<file path="config.mk">
export PLATFORM = sky130hd
export DESIGN_NAME = ser_bank
export DESIGN_NICKNAME = d
export VERILOG_FILES = /design/src/core/ser_pkg.sv /design/src/core/ser_bank.sv /design/src/core/ser_sync.sv
export SDC_FILE = /design/constraint.sdc
export NUM_CORES = 1
export LEC_CHECK = 0
export ABC_AREA = 1
export BUFFER_PORTS_ARGS = -buffer_cell sky130_fd_sc_hd__buf_4
export CAP_MARGIN = 5
export CORE_MARGIN = 1
export CORE_UTILIZATION = 40
export DETAILED_ROUTE_END_ITERATION = 8
export PLACE_DENSITY = 0.66
export SLEW_MARGIN = 5
export SYNTH_ARGS = -nofsm -noshare
export SYNTH_HDL_FRONTEND = slang
export SYNTH_HIERARCHICAL = 1
export SYNTH_SLANG_ARGS = --single-unit
</file>
<file path="constraint.sdc">
create_clock -name clk_in -period 2.7 [get_ports clk_in]
set_input_delay 0.405 -clock clk_in [delete_from_list [all_inputs] [get_ports clk_in]]
set_output_delay 0.405 -clock clk_in [all_outputs]
set_load 0.1 [all_outputs]
</file>
<file path="src/core/ser_pkg.sv">
// shared constants of the status and error register bank
package ser_pkg;

    // area codes; each area answers under two codes
    localparam logic [7:0]  SER_AREA_UNIT      = 8'hC0;
    localparam logic [7:0]  SER_AREA_UNIT_ALT  = 8'h80;
    localparam logic [7:0]  SER_AREA_DEV       = 8'hC4;
    localparam logic [7:0]  SER_AREA_DEV_ALT   = 8'h84;

    // word offsets inside an area
    localparam logic [15:0] SER_OFF_DEV_SUMMARY = 16'h0000;
    localparam logic [15:0] SER_OFF_UNIT_STATUS = 16'h0001;
    localparam logic [15:0] SER_OFF_MEM_ERR     = 16'h0003;
    localparam logic [15:0] SER_OFF_COMM_ERR    = 16'h0004;
    localparam logic [15:0] SER_OFF_INT_STATUS  = 16'h00F0;
    localparam logic [15:0] SER_OFF_INT_MASK    = 16'h00F1;

    // unit status word fields
    localparam int SER_UNIT_INPUT_ERR_BIT = 6;
    localparam int SER_UNIT_WRITE_EN_BIT  = 25;

    // device summary status fields
    localparam int SER_SUM_DEVICE_BIT    = 0;
    localparam int SER_SUM_CONFIG_BIT    = 1;
    localparam int SER_SUM_CHANNEL_BIT   = 2;
    localparam int SER_SUM_EXP_COMM_BIT  = 4;
    localparam int SER_SUM_IO_ERR_BIT    = 10;
    localparam int SER_SUM_LOW_ERR_BIT   = 11;
    localparam int SER_SUM_IO_ALARM_BIT  = 12;
    localparam int SER_SUM_LOW_ALARM_BIT = 13;
    localparam int SER_SUM_IO_NOTIFY_BIT = 14;

    // device memory error fields
    localparam int SER_MEM_NVM_BIT      = 4;
    localparam int SER_MEM_CAL_BIT      = 5;
    localparam int SER_MEM_SETTING_BIT  = 6;
    localparam int SER_MEM_REG_DATA_BIT = 8;
    localparam int SER_MEM_MODEL_BIT    = 9;
    localparam int SER_MEM_MISMATCH_BIT = 12;

    // reset values
    localparam logic [15:0] SER_INT_STATUS_RST = 16'h0000;
    localparam logic [15:0] SER_INT_MASK_RST   = 16'h0000;
    localparam logic [15:0] SER_SUMMARY_RST    = 16'h0000;
    localparam logic [31:0] SER_RDATA_RST      = 32'h0000_0000;

    // timing: flip-flops in each input synchroniser
    localparam int SER_SYNC_STAGES = 2;

endpackage : ser_pkg

</file>
<file path="src/core/ser_bank.sv">
// status and error register bank with summary, interrupt and read port
`timescale 1ns/1ps

module ser_bank
    import ser_pkg::*;
#(
    parameter int NUM_CH  = 4,
    parameter int NUM_EXP = 8
) (
    input  wire logic               clk_in,
    input  wire logic               reset_in,
    input  wire logic               ce_in,
    // register port
    input  wire logic [23:0]        addr_in,
    input  wire logic [31:0]        wdata_in,
    input  wire logic               wr_in,
    input  wire logic               rd_in,
    output logic      [31:0]        rdata_out,
    output logic                    irq_out,
    // condition inputs, asynchronous levels
    input  wire logic               input_err_in,
    input  wire logic [3:0]         cfg_fault_in,
    input  wire logic [NUM_CH-1:0]  chan_err_in,
    input  wire logic [NUM_EXP-1:0] exp_comm_err_in,
    input  wire logic [NUM_CH-1:0]  io_err_in,
    input  wire logic               low_io_err_in,
    input  wire logic               io_alarm_in,
    input  wire logic               low_io_alarm_in,
    input  wire logic               io_notify_in,
    input  wire logic               mem_nvm_err_in,
    input  wire logic               mem_cal_err_in,
    input  wire logic               mem_setting_err_in,
    input  wire logic               mem_reg_data_err_in,
    input  wire logic               mem_model_err_in,
    input  wire logic               mem_mismatch_in
);

    localparam int SW = 15 + 2 * NUM_CH + NUM_EXP;

    // word select: an area code pair and an offset
    function automatic logic ser_hit(
        input logic [23:0] a,
        input logic        dev,
        input logic [15:0] off
    );
        logic [7:0] area;
        logic       area_ok;
        area = a[23:16];
        if (dev) begin
            area_ok = (area == SER_AREA_DEV) || (area == SER_AREA_DEV_ALT);
        end else begin
            area_ok = (area == SER_AREA_UNIT) ||
                      (area == SER_AREA_UNIT_ALT);
        end
        return area_ok && (a[15:0] == off);
    endfunction : ser_hit

    logic [SW-1:0]      raw_vec;
    logic [SW-1:0]      sync_vec;

    logic               input_err_s;
    logic [3:0]         cfg_fault_s;
    logic [NUM_CH-1:0]  chan_err_s;
    logic [NUM_EXP-1:0] exp_comm_err_s;
    logic [NUM_CH-1:0]  io_err_s;
    logic               low_io_err_s;
    logic               io_alarm_s;
    logic               low_io_alarm_s;
    logic               io_notify_s;
    logic [5:0]         mem_s;

    logic [31:0]        unit_word;
    logic [15:0]        summary_word;
    logic [15:0]        mem_word;
    logic [15:0]        comm_word;

    logic [15:0]        summary_q;
    logic [15:0]        int_status_q;
    logic [15:0]        int_status_d;
    logic [15:0]        int_mask_q;
    logic [15:0]        event_set;
    logic [15:0]        int_clear;
    logic [31:0]        rdata_q;
    logic [31:0]        rdata_d;

    // every pin condition is synchronised before use
    assign raw_vec = {
        input_err_in,
        cfg_fault_in,
        chan_err_in,
        exp_comm_err_in,
        io_err_in,
        low_io_err_in,
        io_alarm_in,
        low_io_alarm_in,
        io_notify_in,
        mem_nvm_err_in,
        mem_cal_err_in,
        mem_setting_err_in,
        mem_reg_data_err_in,
        mem_model_err_in,
        mem_mismatch_in
    };

    ser_sync #(
        .WIDTH    (SW)
    ) u_sync (
        .clk_in   (clk_in),
        .reset_in (reset_in),
        .ce_in    (ce_in),
        .async_in (raw_vec),
        .sync_out (sync_vec)
    );

    assign {
        input_err_s,
        cfg_fault_s,
        chan_err_s,
        exp_comm_err_s,
        io_err_s,
        low_io_err_s,
        io_alarm_s,
        low_io_alarm_s,
        io_notify_s,
        mem_s
    } = sync_vec;

    // unit status word: one live bit, write enable tied to 1, the rest read 0
    always_comb begin
        unit_word                        = 32'h0000_0000;
        unit_word[SER_UNIT_INPUT_ERR_BIT] = input_err_s;
        unit_word[SER_UNIT_WRITE_EN_BIT]  = 1'b1;
    end

    // memory error word
    always_comb begin
        mem_word                       = 16'h0000;
        mem_word[SER_MEM_NVM_BIT]      = mem_s[5];
        mem_word[SER_MEM_CAL_BIT]      = mem_s[4];
        mem_word[SER_MEM_SETTING_BIT]  = mem_s[3];
        mem_word[SER_MEM_REG_DATA_BIT] = mem_s[2];
        mem_word[SER_MEM_MODEL_BIT]    = mem_s[1];
        mem_word[SER_MEM_MISMATCH_BIT] = mem_s[0];
    end

    // communications error word, one bit per expansion unit
    always_comb begin
        comm_word                = 16'h0000;
        comm_word[NUM_EXP-1:0]   = exp_comm_err_s;
    end

    // summary bits are plain ORs of their detail flags, no latching
    always_comb begin
        summary_word = 16'h0000;
        summary_word[SER_SUM_DEVICE_BIT]    = |mem_word;
        summary_word[SER_SUM_CONFIG_BIT]    = |cfg_fault_s;
        summary_word[SER_SUM_CHANNEL_BIT]   = |chan_err_s;
        summary_word[SER_SUM_EXP_COMM_BIT]  = |comm_word;
        summary_word[SER_SUM_IO_ERR_BIT]    = |io_err_s;
        summary_word[SER_SUM_LOW_ERR_BIT]   = low_io_err_s;
        summary_word[SER_SUM_IO_ALARM_BIT]  = io_alarm_s;
        summary_word[SER_SUM_LOW_ALARM_BIT] = low_io_alarm_s;
        summary_word[SER_SUM_IO_NOTIFY_BIT] = io_notify_s;
    end

    // previous summary, kept only to find rising conditions
    always_ff @(posedge clk_in or posedge reset_in) begin
        if (reset_in) begin
            summary_q <= SER_SUMMARY_RST;
        end else if (ce_in) begin
            summary_q <= summary_word;
        end
    end

    // a condition that starts raises its sticky bit
    assign event_set = summary_word & ~summary_q;

    // write-one-to-clear, only for a write to the status word
    always_comb begin
        int_clear = 16'h0000;
        if (wr_in && ser_hit(addr_in, 1'b1, SER_OFF_INT_STATUS)) begin
            int_clear = wdata_in[15:0];
        end
    end

    // set beats clear so an event in the clearing cycle survives
    assign int_status_d = (int_status_q & ~int_clear) | event_set;

    always_ff @(posedge clk_in or posedge reset_in) begin
        if (reset_in) begin
            int_status_q <= SER_INT_STATUS_RST;
        end else if (ce_in) begin
            int_status_q <= int_status_d;
        end
    end

    // mask: unused bits may be set but never meet a status bit
    always_ff @(posedge clk_in or posedge reset_in) begin
        if (reset_in) begin
            int_mask_q <= SER_INT_MASK_RST;
        end else if (ce_in) begin
            if (wr_in && ser_hit(addr_in, 1'b1, SER_OFF_INT_MASK)) begin
                int_mask_q <= wdata_in[15:0];
            end
        end
    end

    // level output, built from register bits only
    assign irq_out = |(int_status_q & int_mask_q);

    // read mux; the status words except interrupt status ignore writes entirely
    always_comb begin
        rdata_d = SER_RDATA_RST;
        if (rd_in) begin
            if (ser_hit(addr_in, 1'b0, SER_OFF_UNIT_STATUS)) begin
                rdata_d = unit_word;
            end else if (ser_hit(addr_in, 1'b1, SER_OFF_DEV_SUMMARY)) begin
                rdata_d = {16'h0000, summary_word};
            end else if (ser_hit(addr_in, 1'b1, SER_OFF_MEM_ERR)) begin
                rdata_d = {16'h0000, mem_word};
            end else if (ser_hit(addr_in, 1'b1, SER_OFF_COMM_ERR)) begin
                rdata_d = {16'h0000, comm_word};
            end else if (ser_hit(addr_in, 1'b1, SER_OFF_INT_STATUS)) begin
                rdata_d = {16'h0000, int_status_q};
            end else if (ser_hit(addr_in, 1'b1, SER_OFF_INT_MASK)) begin
                rdata_d = {16'h0000, int_mask_q};
            end
        end
    end

    // data stand one cycle after the strobe, zero at other times
    always_ff @(posedge clk_in or posedge reset_in) begin
        if (reset_in) begin
            rdata_q <= SER_RDATA_RST;
        end else if (ce_in) begin
            rdata_q <= rdata_d;
        end
    end

    assign rdata_out = rdata_q;

endmodule : ser_bank

</file>
<file path="src/core/ser_sync.sv">
// multi-bit two-flop synchroniser for asynchronous level inputs
`timescale 1ns/1ps

module ser_sync
    import ser_pkg::*;
#(
    parameter int WIDTH = 8
) (
    input  wire logic             clk_in,
    input  wire logic             reset_in,
    input  wire logic             ce_in,
    input  wire logic [WIDTH-1:0] async_in,
    output logic      [WIDTH-1:0] sync_out
);

    logic [WIDTH-1:0] stage_q [SER_SYNC_STAGES];

    // first stage feeds only the next stage
    genvar g;
    generate
        for (g = 0; g < SER_SYNC_STAGES; g++) begin : g_stage
            always_ff @(posedge clk_in or posedge reset_in) begin
                if (reset_in) begin
                    stage_q[g] <= '0;
                end else if (ce_in) begin
                    if (g == 0) begin
                        stage_q[g] <= async_in;
                    end else begin
                        stage_q[g] <= stage_q[(g == 0) ? 0 : g - 1];
                    end
                end
            end
        end
    endgenerate

    assign sync_out = stage_q[SER_SYNC_STAGES-1];

endmodule : ser_sync

</file>
## Word level (Yosys, flattened, before mapping)

Index checks and enable logic that the tools add are counted.

| word-level totals | value |
|---|---|
| bits in registers | 135 |
| word-level logic and storage cells | 71 |

| operators by class | value |
|---|---|
| bitwise gates (word level) | 6 |
| reduce and logical (&&, ||, !) cells | 20 |
| equality and inequality tests | 9 |
| mux-type cells | 30 |

Operators by type and width:

| kind | number |
|---|---|
| $mux W16 | 6 |
| $mux W26 | 2 |
| $and A16 B16 Y16 | 2 |
| $eq A16 B8 Y1 const B | 2 |
| $eq A8 B8 Y1 const B | 4 |
| $mux W1 | 22 |
| $and A15 B16 Y16 | 1 |
| $eq A16 B1 Y1 const B | 1 |
| $eq A16 B2 Y1 const B | 1 |
| $eq A16 B3 Y1 const B | 1 |
| $logic_not A16 Y1 | 1 |
| $not A15 Y16 | 1 |
| $not A16 Y16 | 1 |
| $or A16 B16 Y16 | 1 |
| $reduce_or A16 Y1 | 1 |
| $reduce_or A4 Y1 | 3 |
| $logic_and A1 B1 Y1 | 10 |
| $reduce_or A8 Y1 | 1 |
| $reduce_or A6 Y1 | 1 |
| $logic_or A1 B1 Y1 | 2 |
| $reduce_and A2 Y1 | 1 |

## Longest topological paths before layout

| depth | value |
|---|---|
| word-level depth | 36 |
| mapped depth | 12 |
| mapped depth without buffers | 11 |

## By module

Netlist, hierarchy kept.

Modules (own cells, without submodules):

| module | times used | cells each | sequential area each (µm²) | area each (µm²) |
|---|---|---|---|---|
| ser_bank | 1 | 453 | 1451.4 | 3348.2 |
| ser_sync | 1 | 294 | 1551.5 | 2618.8 |

## Least setup slack after synthesis

OpenSTA, ideal clock, no wires.

| path | value |
|---|---|
| kind | register -> output |
| start point | register int_status_q[2] |
| end point | output irq_out |
| slack | 674 ps |
| arrival time | 1621 ps |
| required time | 2295 ps |
| stages on the path, launching flop included | 5 |
| cells stage by stage | dfrtp_1 > nand2_1 > nand2_1 > a221oi_1 > nand4_1 |

| between the ends | value |
|---|---|
| longest elaborated chain between the ends | 2 |

Ends and longest elaborated chain:

| what | line | source |
|---|---|---|
| start, declared | ser_bank.sv:78 | `logic [15:0] int_status_q;` |
| start signal, assigned | ser_bank.sv:193 | `int_status_q <= int_status_d;` |
| $and A16 B16 Y16 | ser_bank.sv:209 | `assign irq_out = \|(int_status_q & int_mask_q);` |
| $reduce_or A16 Y1 | ser_bank.sv:209 |  |
| end, declared | ser_bank.sv:19 | `output logic irq_out,` |

No other way between the ends.

## Final worst setup path

| path | value |
|---|---|
| start point | register int_status_q[4] |
| end point | output irq_out |

Same word-level chain as after synthesis.

==> impl_metrics.toml <==
[outcome]
status = "complete, no violations"

[yosys]
syn_inst = 747
ys_ff_latch = 120
synth_async_sr_flop_share = 1.00
ys_warn_count = 6
syn_area_per_cell_sq_um = 7.99
synth_edf_count = 0
synth.distinct_cells = 35
synthFlopType = "dfrtp_1"
ys_seq_area_frac = 0.503
syn_area_sq_um = 5970

[floorplanning]
row_count = 44
die-area_sq_um = 15400
dieHeight_um = 124
core_region_area_sq_um = 14500
die_x_um = 124
initial_core_util = 0.411
io_pins = 125

[drt]
wl_met1_um = 6280
first_iter_violations = 334
drtAntennaViolNets = 0
wl_met3_um = 689
drc = 0
routed_wirelength_um = 12900
wl_met2_um = 5780
vias = 4654
routed.top_layer = "met4"
viasPerCell = 4.61
drt-pass1-iter-count = 4
detail_route.wl_per_cell_um = 12.8

[clock_network]
cts.path.max_buffers = 2
cts_resized = 0
clkTransAtPathRegs_ns = 0.06
cts_hold_buf = 0
post-cts-setup-buffers = 0
h-tree-depth = 4
cts_tree = "built"
insertion_delay_ns = 0.41
clock-sinks = 120
numCtsBuffers = 17
root_buffer = "clkbuf_16"

[power_and_ir_drop]
ir_worst_vdd_uv = 456
p_leak_uw = 0.00389
total_power_uw = 5010
p_per_area_nw_per_um2 = 700

[timing]
rsz0062_at_grt = "false"
skew_ns = 0.00995
fin_crit_sh = 0.770
whs_ns = 0.184
layout_setup_ws_ns = 0.620
fmax_ghz = 0.481
tightestPinTransition_ns = 0.775
maxSlewViolCount = 0
slew_headroom = 0.483
setup_viol = 0
tns_ns = 0
finalHoldViolCount = 0
fin_crit_ns = 2.08

[job]
cap_violations = 0

[finish]
n_antenna_cell = 0
fillers = 1429
layout_common_cells = "nand2_1, dfrtp_1, buf_4"
final_common_cell = "nand2_1"
drive_gt1_frac = 0.208
regArea_sq_um = 3000
multi_input_area_sq_um = 2260
area_delta_synth_final_pct = 19.9
nets = 904

[hold_path]
hp-class = "in -> reg"
hold_depth = 3

[worst_setup_path]
cp-start-kind = "flop"
ff2ff_setup_slack_ns = 1.31
cp.required_ns = 2.30
cp-end-kind = "output port"
arrival_ns = 1.68
critPathMaxFanout = 3
worstSetupPathType = "reg -> out"
reg2reg_depth = 4

[global_route]
antenna_found_initial = 0
overflow = 0
grtUsageTotal = 0.186
grt_max_degree = 63
grt_pass1_vias = 4472
grt_pass1_wl_um = 21700

[place]
gp_congestion = 0.832
port_buffers = 92
dpl.hpwl_um = 9160
pre_cts_slack_ns = 0.753
## layout make-up
class / count / share of cell area
Sequential cell: 120 / 0.420
Multi-Input combinational cell: 514 / 0.316
Timing Repair Buffer: 101 / 0.106
Clock buffer: 20 / 0.0639
Tap cell: 184 / 0.0322
Inverter: 58 / 0.0311
Clock inverter: 12 / 0.0310
## stage by stage
| stage | instance area [sq um] | util | std cells |
|---|---|---|---|
| 2_1_floorplan | 6020 | - | 761 |
| 3_3_place_gp | 6470 | 0.445 | 977 |
| 3_5_place_dp | 6470 | 0.445 | 977 |
| 4_1_cts | 7150 | 0.492 | 1009 |
| 5_1_grt | 7150 | 0.492 | 1009 |
| 6_report | 7150 | 0.492 | 1009 |
## cells in the mapped netlist, types with 2 or more instances
cell type / count / area [sq um]
buf_6: 10 / 113
nand2_2: 6 / 37.5
dfrtp_1: 120 / 3000
clkbuf_1: 2 / 7.51
nand3_1: 27 / 135
nor2_8: 2 / 40.0
or2_2: 4 / 25.0
nor2_4: 4 / 45.0
nor2_2: 8 / 50.1
buf_4: 52 / 390
nor3_1: 4 / 20.0
nand2_1: 337 / 1260
nor2_1: 28 / 105
nand4_1: 9 / 56.3
buf_2: 4 / 20.0
o21ai_2: 4 / 35.0
inv_2: 5 / 18.8
nor4_1: 3 / 18.8
a221oi_1: 4 / 35.0
o21ai_0: 16 / 80.1
a21oi_1: 6 / 30.0
inv_1: 52 / 195
o21ai_1: 28 / 140
## state kept, by name (all words and copies together), names as in the netlist
name and cells:
u_sync/stage_q 31, u_sync/sync_out 31, rdata_out 17, int_mask_q 16, int_status_q 16, summary_q 9
## critical path, stage by stage (launching register included)
cell      delay [ns]
dfrtp_1         0.39
nand2_1         0.08
nand2_1         0.05
a221oi_1        0.31
nand4_1         0.16
buf_4           0.27
## routing by layer
layer,vias up,global-route usage
li1,2399,-
met1,2131,0.256
met2,111,0.280
met3,13,0.0472
met4,0,0.0744
met5,-,0
## where the power goes
group,internal [uW],switching [uW],total [uW]
Combinational,145,291,436
Clock,1780,815,2590
Sequential,1910,67.8,1980
Total,3830,1170,5010
## final timing paths
kind                                startpoint            endpoint
max                            int_status_q[4]             irq_out
min                         exp_comm_err_in[7]  u_sync/stage_q[52]
max reg2reg                u_sync/sync_out[26]        rdata_out[1]
min reg2reg                       summary_q[1]     int_status_q[1]
max in group asynchronous             reset_in  u_sync/stage_q[55]
min in group asynchronous             reset_in  u_sync/stage_q[39]
## logic make-up (layout without fill, tap and decap cells)
family / Yosys count / after routing / synth area share
AND/OR/NAND/NOR: 439 / 439 / 0.313
other: 1 / 15 / 0.000628
buffers and inverters: 127 / 191 / 0.127
flip-flops: 120 / 120 / 0.503
AO/OA/AOI/OAI: 60 / 60 / 0.0562
Power figures use the tool's default switching activity.
